File: src/common/run_ctrl_defs.vh
`ifndef RUN_CTRL_DEFS_VH
`define RUN_CTRL_DEFS_VH

// Register byte offsets
`define RUN_CTRL_FIRST_OFS 4'h0
`define RUN_CTRL_SECOND_OFS 4'h4
`define RUN_CTRL_THIRD_OFS 4'h8

// Register indices on the word address
`define RUN_CTRL_FIRST_IDX 2'h0
`define RUN_CTRL_SECOND_IDX 2'h1
`define RUN_CTRL_THIRD_IDX 2'h2

// Reset value of every start register
`define RUN_CTRL_RESET 8'h00

// Writable bits per register
`define RUN_CTRL_FIRST_WMASK 8'hff
`define RUN_CTRL_SECOND_WMASK 8'hff
`define RUN_CTRL_THIRD_WMASK 8'h01

// First register fields
`define RUN_CHAN_TEN_GROUP_BIT 7
`define RUN_CHAN_FIVE_BIT 6
`define RUN_CHAN_FOUR_BIT 5
`define RUN_CHAN_THREE_BIT 4
`define RUN_CHAN_ONE_TWO_SECOND_BIT 3
`define RUN_CHAN_TWO_FIRST_BIT 2
`define RUN_CHAN_ONE_FIRST_BIT 1
`define RUN_CHAN_ZERO_BIT 0

// Second register fields
`define RUN_CHAN_SEVEN_D_BIT 7
`define RUN_CHAN_SEVEN_C_BIT 6
`define RUN_CHAN_SEVEN_B_BIT 5
`define RUN_CHAN_SEVEN_A_BIT 4
`define RUN_CHAN_SIX_D_BIT 3
`define RUN_CHAN_SIX_C_BIT 2
`define RUN_CHAN_SIX_B_BIT 1
`define RUN_CHAN_SIX_A_BIT 0

// Third register field
`define RUN_CHAN_ELEVEN_BIT 0

`endif

File: src/logic/counter_run_ctrl.v
// Overview of operation
// Bit 7 gates channel ten counter group
// Channel ten event, noise counters never halted
// Bits 6..4 run channels five, four, three
// Bit 3 runs both second counters jointly
// Bits 2..0 run chan two/one first, zero
// First register RW, cleared by reset, standby
// Second register bits run channel seven/six counters
// Second register RW, cleared by reset, standby
// Third register bit 0 runs channel eleven
// Third register bits 7..1 read zero
// Software writes zero to reserved bits
// Third register cleared by reset, standby
// Halted counter holds value, resumes later
//
// Local design decisions: the Wishbone interface to the registers and the placing of the registers.
`timescale 1ns/10ps
`default_nettype none
`include "run_ctrl_defs.vh"

module counter_run_ctrl #(
	parameter ADDR_W = 4
) (
	// Clock and reset
	input wire clk_i,
	input wire rst_i,
	// Wishbone slave
	input wire cyc_i,
	input wire stb_i,
	input wire we_i,
	input wire [ADDR_W-1:0] adr_i,
	input wire [3:0] sel_i,
	input wire [31:0] dat_i,
	output reg [31:0] dat_o,
	output reg ack_o,
	output reg err_o,
	// Standby modes
	input wire hw_standby_i,
	input wire sw_standby_i,
	// Channel ten enables
	output reg run_chan_ten_group_o,
	output reg chan_ten_event_counter_en_o,
	output reg chan_ten_noise_filter_counter_en_o,
	// Channels zero to five enables
	output reg run_chan_five_o,
	output reg run_chan_four_o,
	output reg run_chan_three_o,
	output reg run_chan_one_second_o,
	output reg run_chan_two_second_o,
	output reg run_chan_two_first_o,
	output reg run_chan_one_first_o,
	output reg run_chan_zero_o,
	// Channels six and seven enables
	output reg run_chan_seven_d_o,
	output reg run_chan_seven_c_o,
	output reg run_chan_seven_b_o,
	output reg run_chan_seven_a_o,
	output reg run_chan_six_d_o,
	output reg run_chan_six_c_o,
	output reg run_chan_six_b_o,
	output reg run_chan_six_a_o,
	// Channel eleven enable
	output reg run_chan_eleven_o
);

	localparam [23:0] WMASKS = {`RUN_CTRL_THIRD_WMASK, `RUN_CTRL_SECOND_WMASK,
		`RUN_CTRL_FIRST_WMASK};

	wire [1:0] index;
	wire upper_zero;
	wire mapped;
	wire req;
	wire standby;
	wire [23:0] regs_q;
	wire [7:0] first_q;
	wire [7:0] second_q;
	wire [7:0] third_q;
	reg [2:0] reg_we;
	reg [7:0] next_rdata;
	// Next values of the channel ten and channels zero to five enables
	reg next_run_chan_ten_group;
	reg next_chan_ten_event_counter_en;
	reg next_chan_ten_noise_filter_counter_en;
	reg next_run_chan_five;
	reg next_run_chan_four;
	reg next_run_chan_three;
	reg next_run_chan_one_second;
	reg next_run_chan_two_second;
	reg next_run_chan_two_first;
	reg next_run_chan_one_first;
	reg next_run_chan_zero;
	// Next values of the channels six, seven and eleven enables
	reg next_run_chan_seven_d;
	reg next_run_chan_seven_c;
	reg next_run_chan_seven_b;
	reg next_run_chan_seven_a;
	reg next_run_chan_six_d;
	reg next_run_chan_six_c;
	reg next_run_chan_six_b;
	reg next_run_chan_six_a;
	reg next_run_chan_eleven;

	assign index = adr_i[3:2];

	// Address bits above the register index must be clear
	generate
		if (ADDR_W > 4)
		begin : g_wide_adr
			assign upper_zero = ~|adr_i[ADDR_W-1:4];
		end
		else
		begin : g_narrow_adr
			assign upper_zero = 1'b1;
		end
	endgenerate

	// Index three and unaligned addresses are unmapped
	assign mapped = upper_zero && (index != 2'h3) && (adr_i[1:0] == 2'b00);
	assign req = cyc_i && stb_i && !ack_o && !err_o;
	assign standby = hw_standby_i || sw_standby_i;

	// Write strobes per register, low byte lane only
	always @*
	begin
		reg_we = 3'b000;
		if (req && we_i && mapped && sel_i[0] && !standby)
		begin
			case (index)
				`RUN_CTRL_FIRST_IDX: reg_we = 3'b001;
				`RUN_CTRL_SECOND_IDX: reg_we = 3'b010;
				`RUN_CTRL_THIRD_IDX: reg_we = 3'b100;
				default: reg_we = 3'b000;
			endcase
		end
	end

	// Start registers, cleared while in either standby mode
	genvar i;
	generate
		for (i = 0; i < 3; i = i + 1)
		begin : g_reg
			start_reg #(
				.WRITE_MASK(WMASKS[8*i+7:8*i])
			) u_reg (
				.clk_i(clk_i),
				.rst_i(rst_i),
				.clear_i(standby),
				.we_i(reg_we[i]),
				.wdata_i(dat_i[7:0]),
				.q_o(regs_q[8*i+7:8*i])
			);
		end
	endgenerate

	assign first_q = regs_q[7:0];
	assign second_q = regs_q[15:8];
	assign third_q = regs_q[23:16];

	// Read data select
	always @*
	begin
		next_rdata = 8'h00;
		case (index)
			`RUN_CTRL_FIRST_IDX: next_rdata = first_q;
			`RUN_CTRL_SECOND_IDX: next_rdata = second_q;
			`RUN_CTRL_THIRD_IDX: next_rdata = {7'h00, third_q[`RUN_CHAN_ELEVEN_BIT]};
			default: next_rdata = 8'h00;
		endcase
	end

	// Bus answer: one cycle after the request
	always @(posedge clk_i)
	begin
		if (rst_i)
		begin
			ack_o <= 1'b0;
			err_o <= 1'b0;
			dat_o <= 32'h00000000;
		end
		else
		begin
			ack_o <= req && mapped;
			err_o <= req && !mapped;
			if (req && mapped && !we_i)
				dat_o <= {24'h000000, next_rdata};
			else
				dat_o <= 32'h00000000;
		end
	end

	// Next enables from the start register bits
	always @*
	begin
		// Channel ten group; event and noise counters always run
		next_run_chan_ten_group = first_q[`RUN_CHAN_TEN_GROUP_BIT];
		next_chan_ten_event_counter_en = 1'b1;
		next_chan_ten_noise_filter_counter_en = 1'b1;

		// Channels zero to five
		next_run_chan_five = first_q[`RUN_CHAN_FIVE_BIT];
		next_run_chan_four = first_q[`RUN_CHAN_FOUR_BIT];
		next_run_chan_three = first_q[`RUN_CHAN_THREE_BIT];
		next_run_chan_one_second = first_q[`RUN_CHAN_ONE_TWO_SECOND_BIT];
		next_run_chan_two_second = first_q[`RUN_CHAN_ONE_TWO_SECOND_BIT];
		next_run_chan_two_first = first_q[`RUN_CHAN_TWO_FIRST_BIT];
		next_run_chan_one_first = first_q[`RUN_CHAN_ONE_FIRST_BIT];
		next_run_chan_zero = first_q[`RUN_CHAN_ZERO_BIT];

		// Channels six and seven
		next_run_chan_seven_d = second_q[`RUN_CHAN_SEVEN_D_BIT];
		next_run_chan_seven_c = second_q[`RUN_CHAN_SEVEN_C_BIT];
		next_run_chan_seven_b = second_q[`RUN_CHAN_SEVEN_B_BIT];
		next_run_chan_seven_a = second_q[`RUN_CHAN_SEVEN_A_BIT];
		next_run_chan_six_d = second_q[`RUN_CHAN_SIX_D_BIT];
		next_run_chan_six_c = second_q[`RUN_CHAN_SIX_C_BIT];
		next_run_chan_six_b = second_q[`RUN_CHAN_SIX_B_BIT];
		next_run_chan_six_a = second_q[`RUN_CHAN_SIX_A_BIT];

		// Channel eleven
		next_run_chan_eleven = third_q[`RUN_CHAN_ELEVEN_BIT];
	end

	// Channel ten enables; a low enable freezes the counter in place
	always @(posedge clk_i)
	begin
		if (rst_i)
		begin
			run_chan_ten_group_o <= 1'b0;
			chan_ten_event_counter_en_o <= 1'b0;
			chan_ten_noise_filter_counter_en_o <= 1'b0;
		end
		else
		begin
			run_chan_ten_group_o <= next_run_chan_ten_group;
			chan_ten_event_counter_en_o <= next_chan_ten_event_counter_en;
			chan_ten_noise_filter_counter_en_o <= next_chan_ten_noise_filter_counter_en;
		end
	end

	// Channels zero to five enables
	always @(posedge clk_i)
	begin
		if (rst_i)
		begin
			run_chan_five_o <= 1'b0;
			run_chan_four_o <= 1'b0;
			run_chan_three_o <= 1'b0;
			run_chan_one_second_o <= 1'b0;
			run_chan_two_second_o <= 1'b0;
			run_chan_two_first_o <= 1'b0;
			run_chan_one_first_o <= 1'b0;
			run_chan_zero_o <= 1'b0;
		end
		else
		begin
			run_chan_five_o <= next_run_chan_five;
			run_chan_four_o <= next_run_chan_four;
			run_chan_three_o <= next_run_chan_three;
			run_chan_one_second_o <= next_run_chan_one_second;
			run_chan_two_second_o <= next_run_chan_two_second;
			run_chan_two_first_o <= next_run_chan_two_first;
			run_chan_one_first_o <= next_run_chan_one_first;
			run_chan_zero_o <= next_run_chan_zero;
		end
	end

	// Channels six and seven enables
	always @(posedge clk_i)
	begin
		if (rst_i)
		begin
			run_chan_seven_d_o <= 1'b0;
			run_chan_seven_c_o <= 1'b0;
			run_chan_seven_b_o <= 1'b0;
			run_chan_seven_a_o <= 1'b0;
			run_chan_six_d_o <= 1'b0;
			run_chan_six_c_o <= 1'b0;
			run_chan_six_b_o <= 1'b0;
			run_chan_six_a_o <= 1'b0;
		end
		else
		begin
			run_chan_seven_d_o <= next_run_chan_seven_d;
			run_chan_seven_c_o <= next_run_chan_seven_c;
			run_chan_seven_b_o <= next_run_chan_seven_b;
			run_chan_seven_a_o <= next_run_chan_seven_a;
			run_chan_six_d_o <= next_run_chan_six_d;
			run_chan_six_c_o <= next_run_chan_six_c;
			run_chan_six_b_o <= next_run_chan_six_b;
			run_chan_six_a_o <= next_run_chan_six_a;
		end
	end

	// Channel eleven enable
	always @(posedge clk_i)
	begin
		if (rst_i)
		begin
			run_chan_eleven_o <= 1'b0;
		end
		else
		begin
			run_chan_eleven_o <= next_run_chan_eleven;
		end
	end

endmodule // counter_run_ctrl

`default_nettype wire

File: src/logic/start_reg.v
`timescale 1ns/10ps
`default_nettype none
`include "run_ctrl_defs.vh"

module start_reg #(
	parameter [7:0] WRITE_MASK = 8'hff
) (
	// Clock and reset
	input wire clk_i,
	input wire rst_i,
	// Control
	input wire clear_i,
	input wire we_i,
	input wire [7:0] wdata_i,
	// State
	output reg [7:0] q_o
);

	always @(posedge clk_i)
	begin
		if (rst_i || clear_i)
			q_o <= `RUN_CTRL_RESET;
		else if (we_i)
			q_o <= (wdata_i & WRITE_MASK) | (q_o & ~WRITE_MASK);
	end

endmodule // start_reg

`default_nettype wire

File: config.mk
export PLATFORM = sky130hd
export DESIGN_NAME = counter_run_ctrl
export DESIGN_NICKNAME = d
export VERILOG_FILES = /design/src/logic/counter_run_ctrl.v /design/src/logic/start_reg.v
export VERILOG_INCLUDE_DIRS = /design/src /design/src/common
export SDC_FILE = /design/constraint.sdc
export NUM_CORES = 1
export LEC_CHECK = 0
export BUFFER_PORTS_ARGS = -buffer_cell sky130_fd_sc_hd__buf_4
export CORE_MARGIN = 2
export CORE_UTILIZATION = 39
export DETAILED_ROUTE_END_ITERATION = 12
export PLACE_DENSITY = 0.75
export SLEW_MARGIN = 20
export SYNTH_ARGS = -nofsm -noshare
export SYNTH_HDL_FRONTEND = slang
export SYNTH_SLANG_ARGS = --single-unit
File: constraint.sdc
create_clock -name clk_i -period 1.1 [get_ports clk_i]
set_input_delay 0.165 -clock clk_i [delete_from_list [all_inputs] [get_ports clk_i]]
set_output_delay 0.165 -clock clk_i [all_outputs]
set_load 0.005 [all_outputs]
## After elaboration in Yosys (flattened, before gate mapping)

Index checks and enable logic that the tools add are counted.
Widths: inputs -> output; s select.

- Bits of input ports: 47
- Bits in registers: 76
- Output and inout port bits: 54
- Logic and storage cells: 55

- Bitwise gates (word level): 2
- Equal/unequal tests: 3
- Multiplexer cells: 4
- Reduce and logical (&&, ||, !) cells: 21

Operator list:

| operator | count |
|---|---|
| $pmux 8 s3 | 1 |
| $logic_and 1x1->1 | 11 |
| $pmux 3 s3 | 1 |
| $or 1x8->8 | 1 |
| $logic_not 1->1 | 5 |
| $logic_not 2->1 | 2 |
| $mux 3 | 1 |
| $eq 2x1->1 const B | 1 |
| $eq 2x2->1 const B | 1 |
| $logic_or 1x1->1 | 2 |
| $ne 2x2->1 const B | 1 |
| $reduce_or 2->1 | 1 |
| $mux 1 | 1 |
| $not 1->1 | 1 |

## Logic depth before layout (Yosys ltp)

- Depth in word-level cells: 8
- Mapped depth: 4
- Depth with buffers taken out: 3

## Modules after synthesis

From an unflattened synthesis, not the netlist that was laid out.

- Cell total of the unflattened synthesis: 172
- Area, all modules: 1859.3 µm²

Modules (own cells, without submodules):

| module | area each (µm²) | sequential area each (µm²) | instances | cells an instance |
|---|---|---|---|---|
| counter_run_ctrl | 1172.4 | 560.5 | 1 | 107 |
| start_reg (g_reg[0].u_reg ...) | 295.3 | 160.2 | 2 | 27 |
| start_reg (g_reg[2].u_reg) | 96.3 | 20.0 | 1 | 11 |

## Worst setup path before layout

No wires, ideal clock.

- Path kind: flip-flop to flip-flop
- Start point: register err_o
- End point: register g_reg[0].u_reg.q_o[0]
- Path buffers: 1
- Required time: 981 ps
- Clock period less this slack: 1161 ps
- Library setup time: 119 ps
- Arrival: 1042 ps
- Stages on the path, launching flop included: 5
- Path slack: -61 ps
- Cell sequence: dfxtp_1 -> and4bb_2 -> nand4b_1 -> buf_6 -> mux2i_1

- Cells in the longest elaborated chain, start to end: 7

RTL lines:

| what | RTL line | RTL |
|---|---|---|
| start: declaration | counter_run_ctrl.v:36 | `output reg err_o,` |
| start signal: assignment | counter_run_ctrl.v:183 | `err_o <= req && !mapped;` |
| $logic_not 1->1 | counter_run_ctrl.v:119 | `assign req = cyc_i && stb_i && !ack_o && !err_o;` |
| $logic_and 1x1->1 | counter_run_ctrl.v:119 |  |
| $logic_and 1x1->1 (4 in series) | counter_run_ctrl.v:126 | `if (req && we_i && mapped && sel_i[0] && !standby)` |
| $mux 3 | counter_run_ctrl.v:126 |  |
| end signal: assignment | start_reg.v:22 | `` q_o <= `RUN_CTRL_RESET; `` |
| end signal: assignment | start_reg.v:24 | `q_o <= (wdata_i & WRITE_MASK) \| (q_o & ~WRITE_MASK);` |
| end: declaration | start_reg.v:16 | `output reg [7:0] q_o` |

No other way between the ends.
A chain may end at the register's enable or synchronous reset.

## Worst setup path in the final report

- Start point: register ack_o
- End point: register g_reg[0].u_reg.q_o[4]

- Cells in the longest elaborated chain, start to end: 8

RTL lines:

| what | RTL line | RTL |
|---|---|---|
| start: declaration | counter_run_ctrl.v:35 | `output reg ack_o,` |
| start signal: assignment | counter_run_ctrl.v:182 | `ack_o <= req && mapped;` |
| $logic_not 1->1 | counter_run_ctrl.v:119 |  |
| $logic_and 1x1->1 (2 in series) | counter_run_ctrl.v:119 |  |
| $logic_and 1x1->1 (4 in series) | counter_run_ctrl.v:126 |  |
| $mux 3 | counter_run_ctrl.v:126 |  |

No other way between the ends.

==> results.py <==
metrics = {
    "die": {
        "die_area_sq_um": 5080,
        "rows": 24,
        "start_util_pct": 40.6,
        "die_h_um": 71.3,
        "die_w_um": 71.3,
        "coreArea_sq_um": 4350,
        "io_pins": 101,
    },
    "layout": {
        "fin_nets": 275,
        "diodes": 0,
        "post-route-util_pct": 50.9,
        "final_cells": 279,
        "top_regs": "g.u_reg.q_o: 17 flops, dat_o: 8 flops",
        "syn_to_final_growth_pct": 25.6,
        "top_register": "g.u_reg.q_o",
        "largest_reg_flops": 17,
        "drive_gt1_share_pct": 31.3,
    },
    "placement": {
        "port_buffers": 49,
        "finalWeightedCongestion": 0.823,
        "place_hpwl_um": 2280,
        "dp_slack_ns": -0.161,
        "dp.cells": 273,
    },
    "flow_run": {
        "max-cap-violations": 0,
    },
    "yosys": {
        "synth-main-ff-cell": "dfxtp_1",
        "yosys-top-cells-count": "dfxtp_1 (45), nand2_1 (28), buf_4 (26)",
        "synth_edf_count": 0,
        "syn-mean-instance-area_sq_um": 10.3,
        "syn_area_sq_um": 1770,
        "post-synth-top-area-fraction_pct": 51.0,
        "synthCells": 171,
        "ys_top_cells_by_area": "dfxtp_1 (51%), mux2i_1 (14%), buf_4 (11%)",
        "yosysMostFrequentCell": "dfxtp_1",
        "ys_types": 21,
        "ys_async_sr_fraction_pct": 0,
        "synth.ff_latch_count": 45,
        "synth_area_leader_cell": "dfxtp_1",
        "synth_warnings": 0,
        "ys_seq_area_share_pct": 51.0,
    },
    "drt": {
        "vias_per_cell": 4.31,
        "wl_um": 3050,
        "routedWlPerCell_um": 10.9,
        "drtIter0Drc": 21,
        "vias": 1202,
        "firstDrtPassIters": 4,
        "drc": 0,
        "ant_nets": 0,
    },
    "worst_hold_path": {
        "min_to": "g_reg[0].u_reg.q_o[7]$_SDFFE_PP0P_",
        "min_from": "dat_i[7]",
        "hp-class": "input pin to register",
        "worstHoldPathCells": 3,
    },
    "cts": {
        "htree_levels": 2,
        "hold_buffers": 0,
        "cts_buffers": 5,
        "cts_setup_buffers": 0,
        "cts_tree": "built",
        "clk_pin_slew_ns": 0.07,
        "cts_buffer_depth": 2,
        "clock_latency_ns": 0.29,
        "cts_sinks": 45,
        "cts-root-buf": "clkbuf_8",
    },
    "timing": {
        "fin_hold_ws_ns": 0.148,
        "hold_viol_final": 0,
        "layout_setup_ws_ns": -0.138,
        "fin_crit_sh_pct": 113,
        "finalMaxSlewViolations": 0,
        "setup_viol": 18,
        "rsz0062_at_grt": "yes",
        "period_minus_slack_ns": 1.24,
        "fmax_mhz": 808,
        "finClkSkew_ns": 0.00331,
    },
    "power": {
        "seqPwrFrac_pct": 60.0,
        "p_int_mw": 2.14,
        "p_sw_mw": 0.585,
        "swShare_pct": 21.5,
        "leakage_nw": 1.10,
        "pwr-share-clk_pct": 33.2,
        "combPwrFrac_pct": 6.8,
        "ir_drop_v": 0.000457,
        "powerDensity_nw_per_um2": 1230,
    },
    "critical_path": {
        "reg2reg_depth": 4,
        "critPathMaxFanout": 8,
        "cp_cell_sequence": "and4bb_4, nand4b_1, buf_6, mux2i_1",
        "reg2reg_slack_ns": -0.14,
        "crit_path_top_delay_cell": "and4bb_4",
        "start_kind": "register",
        "critical_path.max_stage_delay_ns": 0.38,
        "worstSetupEndpointType": "register",
        "r2r-end": "g_reg[0].u_reg.q_o[4]$_SDFFE_PP0P_",
        "crit_type": "register to register",
        "required_ns": 1.28,
        "cp.arrival_ns": 1.42,
        "r2r-start": "ack_o$_SDFF_PP0_",
    },
    "global_routing": {
        "grt_pass1_wl_um": 4960,
        "grt-ovfl-total": 0,
        "grt_max_degree": 20,
        "grt_pass1_vias": 1166,
        "antenna_found_initial": 0,
        "grt.total_usage_pct": 12.9,
    },
    "outcome": {
        "outcome": "finished, violations left",
        "violations": "setup timing",
    },
}
cells in the final DEF, fill, tap and decap left out, drive strengths merged:
cell type / instances
buf: 59
dfxtp: 45
nand2: 28
mux2i: 25
conb: 24
nor2b: 18
nor2: 9
clkbuf: 5
nor3: 2
and4bb: 2
nand4: 2
inv: 1
nand4b: 1
nand3: 1
nor3b: 1
and3: 1
o22ai: 1
and4: 1
clkinv: 1
cell type report:
cell class	count	area [sq um]
Fill cell	417	2140
Sequential cell	45	902
Multi-Input combinational cell	116	723
Timing Repair Buffer	59	450
Clock buffer	5	68.8
Tap cell	52	65.1
Clock inverter	1	5.00
Inverter	1	3.75
routing by layer:
| layer | global-route usage (%) | routed length, um | vias to the layer above |
|---|---|---|---|
| met5 | 0 | 0 | - |
| met1 | 13.5 | 1210 | 533 |
| met4 | 8.39 | 87 | 0 |
| met2 | 22.6 | 1530 | 44 |
| li1 | - | - | 616 |
| met3 | 3.66 | 220 | 9 |
timing repair:
| item | CTS | global route |
|---|---|---|
| hold endpoints to repair | 0 | 0 |
| endpoints found under the setup margin | 24 | 24 |
| pin swaps | 1 | 0 |
| gates resized for setup | 3 | 1 |
cell families after synthesis:
logic type             after synthesis  share of synthesized area, %
DFF                                 45                          51.0
muxes                               25                          14.2
buffers and inverters               33                          13.2
and+or+nand+nor                     66                          21.1
AOI/OAI and AO/OA                    1                         0.354
other                                1                         0.212
through the flow:
step	cell area, sq um	power, mW	TNS, ns
after floorplan	1850	1.81	-0.601
after global placement	2130	1.85	-1.95
after detailed placement	2130	1.85	-2.25
after CTS	2220	2.76	-1.95
after global routing	2220	2.83	-3.28
final	2220	2.72	-1.89
worst max path at each step:
stage,from,end
2_1_floorplan,err_o$_SDFF_PP0_,g_reg[0].u_reg.q_o[0]$_SDFFE_PP0P_
3_3_place_gp,err_o$_SDFF_PP0_,g_reg[0].u_reg.q_o[4]$_SDFFE_PP0P_
3_5_place_dp,err_o$_SDFF_PP0_,g_reg[0].u_reg.q_o[4]$_SDFFE_PP0P_
4_1_cts,ack_o$_SDFF_PP0_,g_reg[0].u_reg.q_o[4]$_SDFFE_PP0P_
5_1_grt,ack_o$_SDFF_PP0_,g_reg[0].u_reg.q_o[4]$_SDFFE_PP0P_
6_report,ack_o$_SDFF_PP0_,g_reg[0].u_reg.q_o[4]$_SDFFE_PP0P_
critical path, delay by kind of cell, from the launching register on:
| kind | cells | cell delay [ns] |
|---|---|---|
| buf+inv | 1 | 0.18 |
| flops | 1 | 0.32 |
| mux | 1 | 0.12 |
| simple gates | 2 | 0.50 |
power by group through the flow:
stage          logic (mW)  clock network (mW)  registers, mW
4_1_cts             0.186               0.937           1.63
2_1_floorplan       0.142                   0           1.67
5_1_grt             0.204               0.993           1.63
6_report            0.186               0.905           1.63
3_5_place_dp        0.183                   0           1.67
3_3_place_gp        0.179                   0           1.67
No activity file was read; power rests on OpenSTA's default activity.
